<file path="config.mk">
export PLATFORM = sky130hd
export DESIGN_NAME = light_result_and_config_regs
export DESIGN_NICKNAME = d
export VERILOG_FILES = /design/src/hw/light_regs_pkg.sv /design/src/hw/light_result_and_config_regs.sv
export SDC_FILE = /design/constraint.sdc
export NUM_CORES = 1
export LEC_CHECK = 0
export ABC_AREA = 0
export BUFFER_PORTS_ARGS = -buffer_cell sky130_fd_sc_hd__clkbuf_2
export CAP_MARGIN = 20
export CORE_ASPECT_RATIO = 0.8
export CORE_MARGIN = 2
export CORE_UTILIZATION = 35
export DETAILED_ROUTE_END_ITERATION = 7
export PLACE_DENSITY = 0.56
export SLEW_MARGIN = 10
export SYNTH_ARGS = -nofsm -noshare
export SYNTH_HDL_FRONTEND = slang
export SYNTH_SLANG_ARGS = --single-unit
</file>
<file path="constraint.sdc">
create_clock -name ref_clk_in -period 3 [get_ports ref_clk_in]
set_input_delay 0.6 -clock ref_clk_in [delete_from_list [all_inputs] [get_ports ref_clk_in]]
set_output_delay 0.6 -clock ref_clk_in [all_outputs]
set_load 0.1 [all_outputs]
</file>
<file path="src/hw/light_regs_pkg.sv">
// Purpose: Shared constants for the light sensor result and setup registers.
// Assumes: 16-bit registers reached by pointer, bytes moved MSB first.
// Notes: Field positions refer to the sensor_setup register, except the EXP and MANT ones, which refer to the result register.
package light_regs_pkg;
  localparam int REG_W = 16;
  localparam logic [7:0] RESULT_OFFSET = 8'h00;
  localparam logic [7:0] SETUP_OFFSET = 8'h01;
  localparam logic [15:0] SETUP_RESET = 16'hC810;
  localparam logic [15:0] RESULT_RESET = 16'h0000;
  // Bits software may change; status bits 8..5 excluded
  localparam logic [15:0] SETUP_WRITE_MASK = 16'hFE1F;
  localparam int RANGE_MSB = 15;
  localparam int RANGE_LSB = 12;
  localparam int CONV_TIME_BIT = 11;
  localparam int MODE_MSB = 10;
  localparam int MODE_LSB = 9;
  localparam int OVERFLOW_BIT = 8;
  localparam int READY_BIT = 7;
  localparam int HIGH_HIT_BIT = 6;
  localparam int LOW_HIT_BIT = 5;
  localparam int LATCH_BIT = 4;
  localparam int POLARITY_BIT = 3;
  localparam int EXP_MASK_BIT = 2;
  localparam int FAULT_MSB = 1;
  localparam int FAULT_LSB = 0;
  localparam int EXP_MSB = 15;
  localparam int EXP_LSB = 12;
  localparam int MANT_MSB = 11;
  localparam logic [3:0] RANGE_AUTO = 4'hC;
  localparam logic [3:0] EXP_ZERO = 4'h0;
  localparam logic [1:0] MODE_SHUTDOWN = 2'h0;
  localparam logic [1:0] MODE_SINGLE = 2'h1;
endpackage

</file>
<file path="src/hw/light_result_and_config_regs.sv">
// Purpose: Result and setup registers of an ambient light sensor, byte port side.
// Assumes: A serial-bus engine on ref_clk_in supplies pointer and byte strobes.
// Notes: Conversion core is outside; this block starts, aborts and records it.
`timescale 1ns/1ps

module light_result_and_config_regs
  import light_regs_pkg::*;
(
  input wire logic ref_clk_in,
  input wire logic rst_in,
  input wire logic xfer_start_in,
  input wire logic pointer_we_in,
  input wire logic [7:0] pointer_in,
  input wire logic wr_byte_valid_in,
  input wire logic [7:0] wr_byte_in,
  input wire logic rd_byte_req_in,
  output logic [7:0] rd_byte_out,
  output logic rd_byte_valid_out,
  input wire logic conv_done_in,
  input wire logic [3:0] conv_exponent_in,
  input wire logic [11:0] conv_mantissa_in,
  input wire logic conv_overflow_in,
  input wire logic high_limit_event_in,
  input wire logic low_limit_event_in,
  output logic conv_start_out,
  output logic conv_abort_out,
  output logic conv_busy_out,
  output logic [3:0] range_select_out,
  output logic conversion_time_sel_out,
  output logic conversion_mode_upper_out,
  output logic conversion_mode_lower_out,
  output logic latch_mode_out,
  output logic int_active_level_out,
  output logic fault_count_upper_out,
  output logic fault_count_lower_out
);

  logic [7:0] pointer_reg;
  logic [15:0] setup_reg;
  logic [15:0] result_reg;
  logic [15:0] rd_snapshot_reg;
  logic [7:0] wr_msb_reg;
  logic wr_phase_reg;
  logic rd_phase_reg;
  logic busy_reg;
  logic start_reg;
  logic abort_reg;
  logic [7:0] rd_byte_reg;
  logic rd_valid_reg;

  logic setup_commit;
  logic [15:0] setup_wdata;
  logic setup_read_first;
  logic [15:0] setup_next;
  logic [1:0] mode_next;
  logic done_ok;
  logic [3:0] exp_next;
  logic [15:0] rd_word;
  logic byte_phase_clear;

  function automatic logic [15:0] read_mux(input logic [7:0] ptr, input logic [15:0] res,
                                           input logic [15:0] setup);
    if (ptr == RESULT_OFFSET) begin
      read_mux = res;
    end else if (ptr == SETUP_OFFSET) begin
      read_mux = setup;
    end else begin
      read_mux = 16'h0000;
    end
  endfunction

  // Second byte of a write carries the LSB
  assign setup_wdata = {wr_msb_reg, wr_byte_in};
  // Only the setup register accepts data; result writes fall through
  // Phase reset has priority, so a byte racing it never commits or clears flags
  assign byte_phase_clear = xfer_start_in || pointer_we_in;
  assign setup_commit = wr_byte_valid_in && wr_phase_reg && !byte_phase_clear &&
                        (pointer_reg == SETUP_OFFSET);
  assign setup_read_first = rd_byte_req_in && !rd_phase_reg && !byte_phase_clear &&
                            (pointer_reg == SETUP_OFFSET);
  assign rd_word = read_mux(pointer_reg, result_reg, setup_reg);
  assign mode_next = setup_wdata[MODE_MSB:MODE_LSB];
  // A completion racing an abort is discarded
  assign done_ok = conv_done_in && busy_reg && !setup_commit;

  always_comb begin
    exp_next = conv_exponent_in;
    if (setup_reg[EXP_MASK_BIT] && (setup_reg[RANGE_MSB:RANGE_LSB] < RANGE_AUTO)) begin
      exp_next = EXP_ZERO;
    end
  end

  always_ff @(posedge ref_clk_in) begin
    if (rst_in) begin
      pointer_reg <= RESULT_OFFSET;
    end else if (pointer_we_in) begin
      pointer_reg <= pointer_in;
    end
  end

  always_ff @(posedge ref_clk_in) begin
    if (rst_in) begin
      wr_phase_reg <= 1'b0;
      wr_msb_reg <= 8'h00;
    end else if (xfer_start_in || pointer_we_in) begin
      wr_phase_reg <= 1'b0;
    end else if (wr_byte_valid_in) begin
      wr_phase_reg <= !wr_phase_reg;
      if (!wr_phase_reg) begin
        wr_msb_reg <= wr_byte_in;
      end
    end
  end

  // Status flags: hardware set wins over the clear from a setup read
  always_comb begin
    setup_next = setup_reg;
    if (setup_commit) begin
      setup_next = (setup_reg & ~SETUP_WRITE_MASK) |
                   (setup_wdata & SETUP_WRITE_MASK);
    end
    if (setup_read_first) begin
      setup_next[READY_BIT] = 1'b0;
      setup_next[HIGH_HIT_BIT] = 1'b0;
      setup_next[LOW_HIT_BIT] = 1'b0;
    end
    if (done_ok) begin
      setup_next[READY_BIT] = 1'b1;
      setup_next[OVERFLOW_BIT] = conv_overflow_in;
      if (setup_reg[MODE_MSB:MODE_LSB] == MODE_SINGLE) begin
        setup_next[MODE_MSB:MODE_LSB] = MODE_SHUTDOWN;
      end
    end
    if (high_limit_event_in) begin
      setup_next[HIGH_HIT_BIT] = 1'b1;
    end
    if (low_limit_event_in) begin
      setup_next[LOW_HIT_BIT] = 1'b1;
    end
  end

  always_ff @(posedge ref_clk_in) begin
    if (rst_in) begin
      setup_reg <= SETUP_RESET;
    end else begin
      setup_reg <= setup_next;
    end
  end

  // Mantissa kept raw; lux = 0.01 * 2^exp * mantissa is decoded by the host
  always_ff @(posedge ref_clk_in) begin
    if (rst_in) begin
      result_reg <= RESULT_RESET;
    end else if (done_ok) begin
      result_reg <= {exp_next, conv_mantissa_in};
    end
  end

  always_ff @(posedge ref_clk_in) begin
    if (rst_in) begin
      busy_reg <= 1'b0;
      start_reg <= 1'b0;
      abort_reg <= 1'b0;
    end else if (setup_commit) begin
      abort_reg <= busy_reg;
      start_reg <= (mode_next != MODE_SHUTDOWN);
      busy_reg <= (mode_next != MODE_SHUTDOWN);
    end else begin
      abort_reg <= 1'b0;
      // Continuous mode chains the next conversion itself
      start_reg <= done_ok && (setup_reg[MODE_MSB] == 1'b1);
      if (done_ok) begin
        busy_reg <= (setup_reg[MODE_MSB] == 1'b1);
      end
    end
  end

  // Snapshot at MSB so the LSB belongs to the same value
  always_ff @(posedge ref_clk_in) begin
    if (rst_in) begin
      rd_phase_reg <= 1'b0;
      rd_snapshot_reg <= 16'h0000;
      rd_byte_reg <= 8'h00;
      rd_valid_reg <= 1'b0;
    end else begin
      rd_valid_reg <= rd_byte_req_in;
      if (xfer_start_in || pointer_we_in) begin
        rd_phase_reg <= 1'b0;
      end else if (rd_byte_req_in) begin
        rd_phase_reg <= !rd_phase_reg;
        if (!rd_phase_reg) begin
          rd_snapshot_reg <= rd_word;
          rd_byte_reg <= rd_word[15:8];
        end else begin
          rd_byte_reg <= rd_snapshot_reg[7:0];
        end
      end
    end
  end

  assign rd_byte_out = rd_byte_reg;
  assign rd_byte_valid_out = rd_valid_reg;
  assign conv_start_out = start_reg;
  assign conv_abort_out = abort_reg;
  assign conv_busy_out = busy_reg;
  assign range_select_out = setup_reg[RANGE_MSB:RANGE_LSB];
  assign conversion_time_sel_out = setup_reg[CONV_TIME_BIT];
  assign conversion_mode_upper_out = setup_reg[MODE_MSB];
  assign conversion_mode_lower_out = setup_reg[MODE_LSB];
  assign latch_mode_out = setup_reg[LATCH_BIT];
  assign int_active_level_out = setup_reg[POLARITY_BIT];
  assign fault_count_upper_out = setup_reg[FAULT_MSB];
  assign fault_count_lower_out = setup_reg[FAULT_LSB];

endmodule

</file>
==> out/metrics.yaml <==
sta:
  rsz0062_at_grt: "false"
  tns_ns: 0
  fin_ws_ns: 1.14
  skew_ns: 0.00589
  fin_crit_ns: 1.86
  slew_violations: 0
  slew_headroom_pct: 58.3
  period_share_pct: 61.9
  setup_violations: 0
  worst_pin_slew_ns: 0.624
  final_hold_viol_count: 0
  max_freq_ghz: 0.539
setup_path:
  r2r-start: "pointer_reg[3]"
  r2r_cells: 4
  cp_max_fo: 5
  cpLargestDelayFamily: "buffers and inverters"
  arrival_ns: 1.26
  r2r-end: "rd_byte_out[5]"
  cp_cell_sequence: "clkbuf_2"
  critical_path_required_ns: 2.40
  critPathLaunchType: "register"
  critical-path-slowest-cell: "clkbuf_2"
  crit_path_end_kind: "output pin"
  path_class: "register to output pin"
  r2r_slack_ns: 1.22
  timing.critical_path.buf_inv: 1
  crit_path_max_incr_delay_ns: 0.49
floorplan:
  initial_utilization_pct: 35.8
  die_area_sq_um: 8800
  ios: 65
  dieHeight_um: 84.3
  coreArea_sq_um: 7870
  row_count: 29
  die_w_um: 104
grt:
  grt_first_pass_wirelength_mm: 11.1
  grt-ovfl-total: 0
  antenna_found_initial: 0
  grt_max_degree: 24
  grt_pass1_vias: 2168
  grt_use_total_pct: 16.2
pwr:
  peakVddDrop_mv: 0.220
  p_switching_uw: 404
  combPwrFrac_pct: 7.5
  p_per_area_nw_per_um2: 515
  pwr-share-clk_pct: 38.9
  switching_share_pct: 23.1
  p_seq_share_pct: 53.6
  p_leak_nw: 1.42
  p_int_mw: 1.35
cells_and_area:
  final_area_sq_um: 3400
  antenna_cells: 0
  multi_input_area_sq_um: 1300
  area.growth.synth_to_final_pct: 20.5
  register_area_sq_um: 1380
  final_common_cell: "dfxtp_1"
  final_layout_size_suffix_gt1_share_pct: 30.3
  fillers: 804
  layout.nets: 394
  final_cell_mix: "69 x dfxtp_1, 64 x clkbuf_2, 52 x nor2_1"
hold_path:
  hold_class: "register to register"
  hold_path_end: "rd_byte_out[6]"
  min_from: "rd_byte_out[6]"
  whs_path_depth: 2
clock_network:
  cts_buffers: 9
  clk_pin_slew_ns: 0.07
  htreeDepth: 3
  cts_buffer_depth: 2
  cts-root-buf: "clkbuf_8"
  postCtsSetupBuffers: 0
  postCtsHoldBufs: 0
  cts_resized: 0
  clock-sinks: 69
  cts_tree: "built"
  clk_latency_ns: 0.34
synthesis:
  synth_edf_count: 0
  ys_seq_elements: 69
  yosysWarnings: 0
  avgSynthCellArea_sq_um: 9.73
  postSynthCellCount: 290
  synthArstFlopShare_pct: 0
  syn_area_sq_um: 2820
  netlist-cell-type-count: 35
  ys_seq_area_share_pct: 48.9
  synth_ff_type: "dfxtp_1"
  syn-num-nets: 332
place:
  dp_slack_ns: 0.833
  placed_area_sq_um: 3220
  portBuffers: 64
  gp_congestion: 0.738
  dp_hpwl_mm: 4.81
drt:
  vias_per_cell: 4.77
  ant_nets: 0
  avgRoutedWirePerCell_um: 14.3
  drt_iter0_drc: 98
  num_vias: 2213
  drc: 0
  drt_wl_total_mm: 6.63
  dr.pass1.iters: 4
job:
  cap_violations: 0
status:
  outcome: "complete, no violations"
## cell usage after synthesis, types with 5 or more instances
cell | instances | area [sq um]
o21ai_0 | 12 | 60.1
clkbuf_1 | 9 | 33.8
mux2_2 | 16 | 180
nand3_1 | 5 | 25.0
inv_1 | 5 | 18.8
buf_4 | 5 | 37.5
dfxtp_1 | 69 | 1380
a21oi_1 | 15 | 75.1
nor2_1 | 52 | 195
mux2i_1 | 36 | 360
o21ai_1 | 8 | 40.0
nand2_1 | 11 | 41.3
a22oi_1 | 8 | 60.1
## power by group through the flow
| stage | Combinational, mW | Sequential, mW | Clock [mW] |
|---|---|---|---|
| 6_report | 0.132 | 0.939 | 0.681 |
| 5_1_grt | 0.146 | 0.940 | 0.748 |
| 4_1_cts | 0.134 | 0.939 | 0.704 |
| 3_5_place_dp | 0.133 | 0.960 | 0 |
| 3_3_place_gp | 0.133 | 0.959 | 0 |
| 2_1_floorplan | 0.0782 | 0.963 | 0 |
## cells by family after synthesis
group	share of synthesized area, %
buffers and inverters	4.96
and+or+nand+nor	15.6
AOI/OAI and AO/OA	10.7
xor gates and xnor gates	0.621
muxes	19.1
DFF	48.9
## worst max path at each step
stage	slack (ns)	startpoint	to	depth (start not counted)
2_1_floorplan	0.96	conv_busy_out	result_reg[3]	5
3_3_place_gp	0.87	pointer_we_in	rd_snapshot_reg[4]	5
3_5_place_dp	0.83	pointer_we_in	rd_snapshot_reg[0]	5
4_1_cts	1.13	setup_reg[10]	conversion_mode_upper_out	1
5_1_grt	0.96	pointer_we_in	setup_reg[9]	6
6_report	1.14	setup_reg[10]	conversion_mode_upper_out	1
## metal layers
metal  up-vias  track usage, %  share of wire (%)
li1       1131               -                  -
met1      1022            21.9                 51
met2        55            23.8                 41
met3         5            6.60                6.3
met4         0            4.42               0.92
met5         -               0                  0
## per-stage QoR
| stage | total power, mW | utilization [%] | cells | hold slack, ns |
|---|---|---|---|---|
| final | 1.75 | 43.2 | 464 | 0.450 |
| after global routing | 1.83 | 43.2 | 464 | 0.468 |
| after CTS | 1.78 | 43.2 | 464 | 0.454 |
| after detailed placement | 1.09 | 41.0 | 449 | 0.444 |
| after global placement | 1.09 | 41.0 | 449 | 0.445 |
| after floorplan | 1.04 | - | 290 | 0.446 |
## layout make-up
cell class / count / area share [%]
Sequential cell: 69 / 40.6
Multi-Input combinational cell: 194 / 38.2
Timing Repair Buffer: 73 / 11.4
Clock buffer: 14 / 5.08
Tap cell: 108 / 3.97
Inverter: 5 / 0.552
Clock inverter: 1 / 0.147
Note: power is estimated with default switching activity, not from simulation.
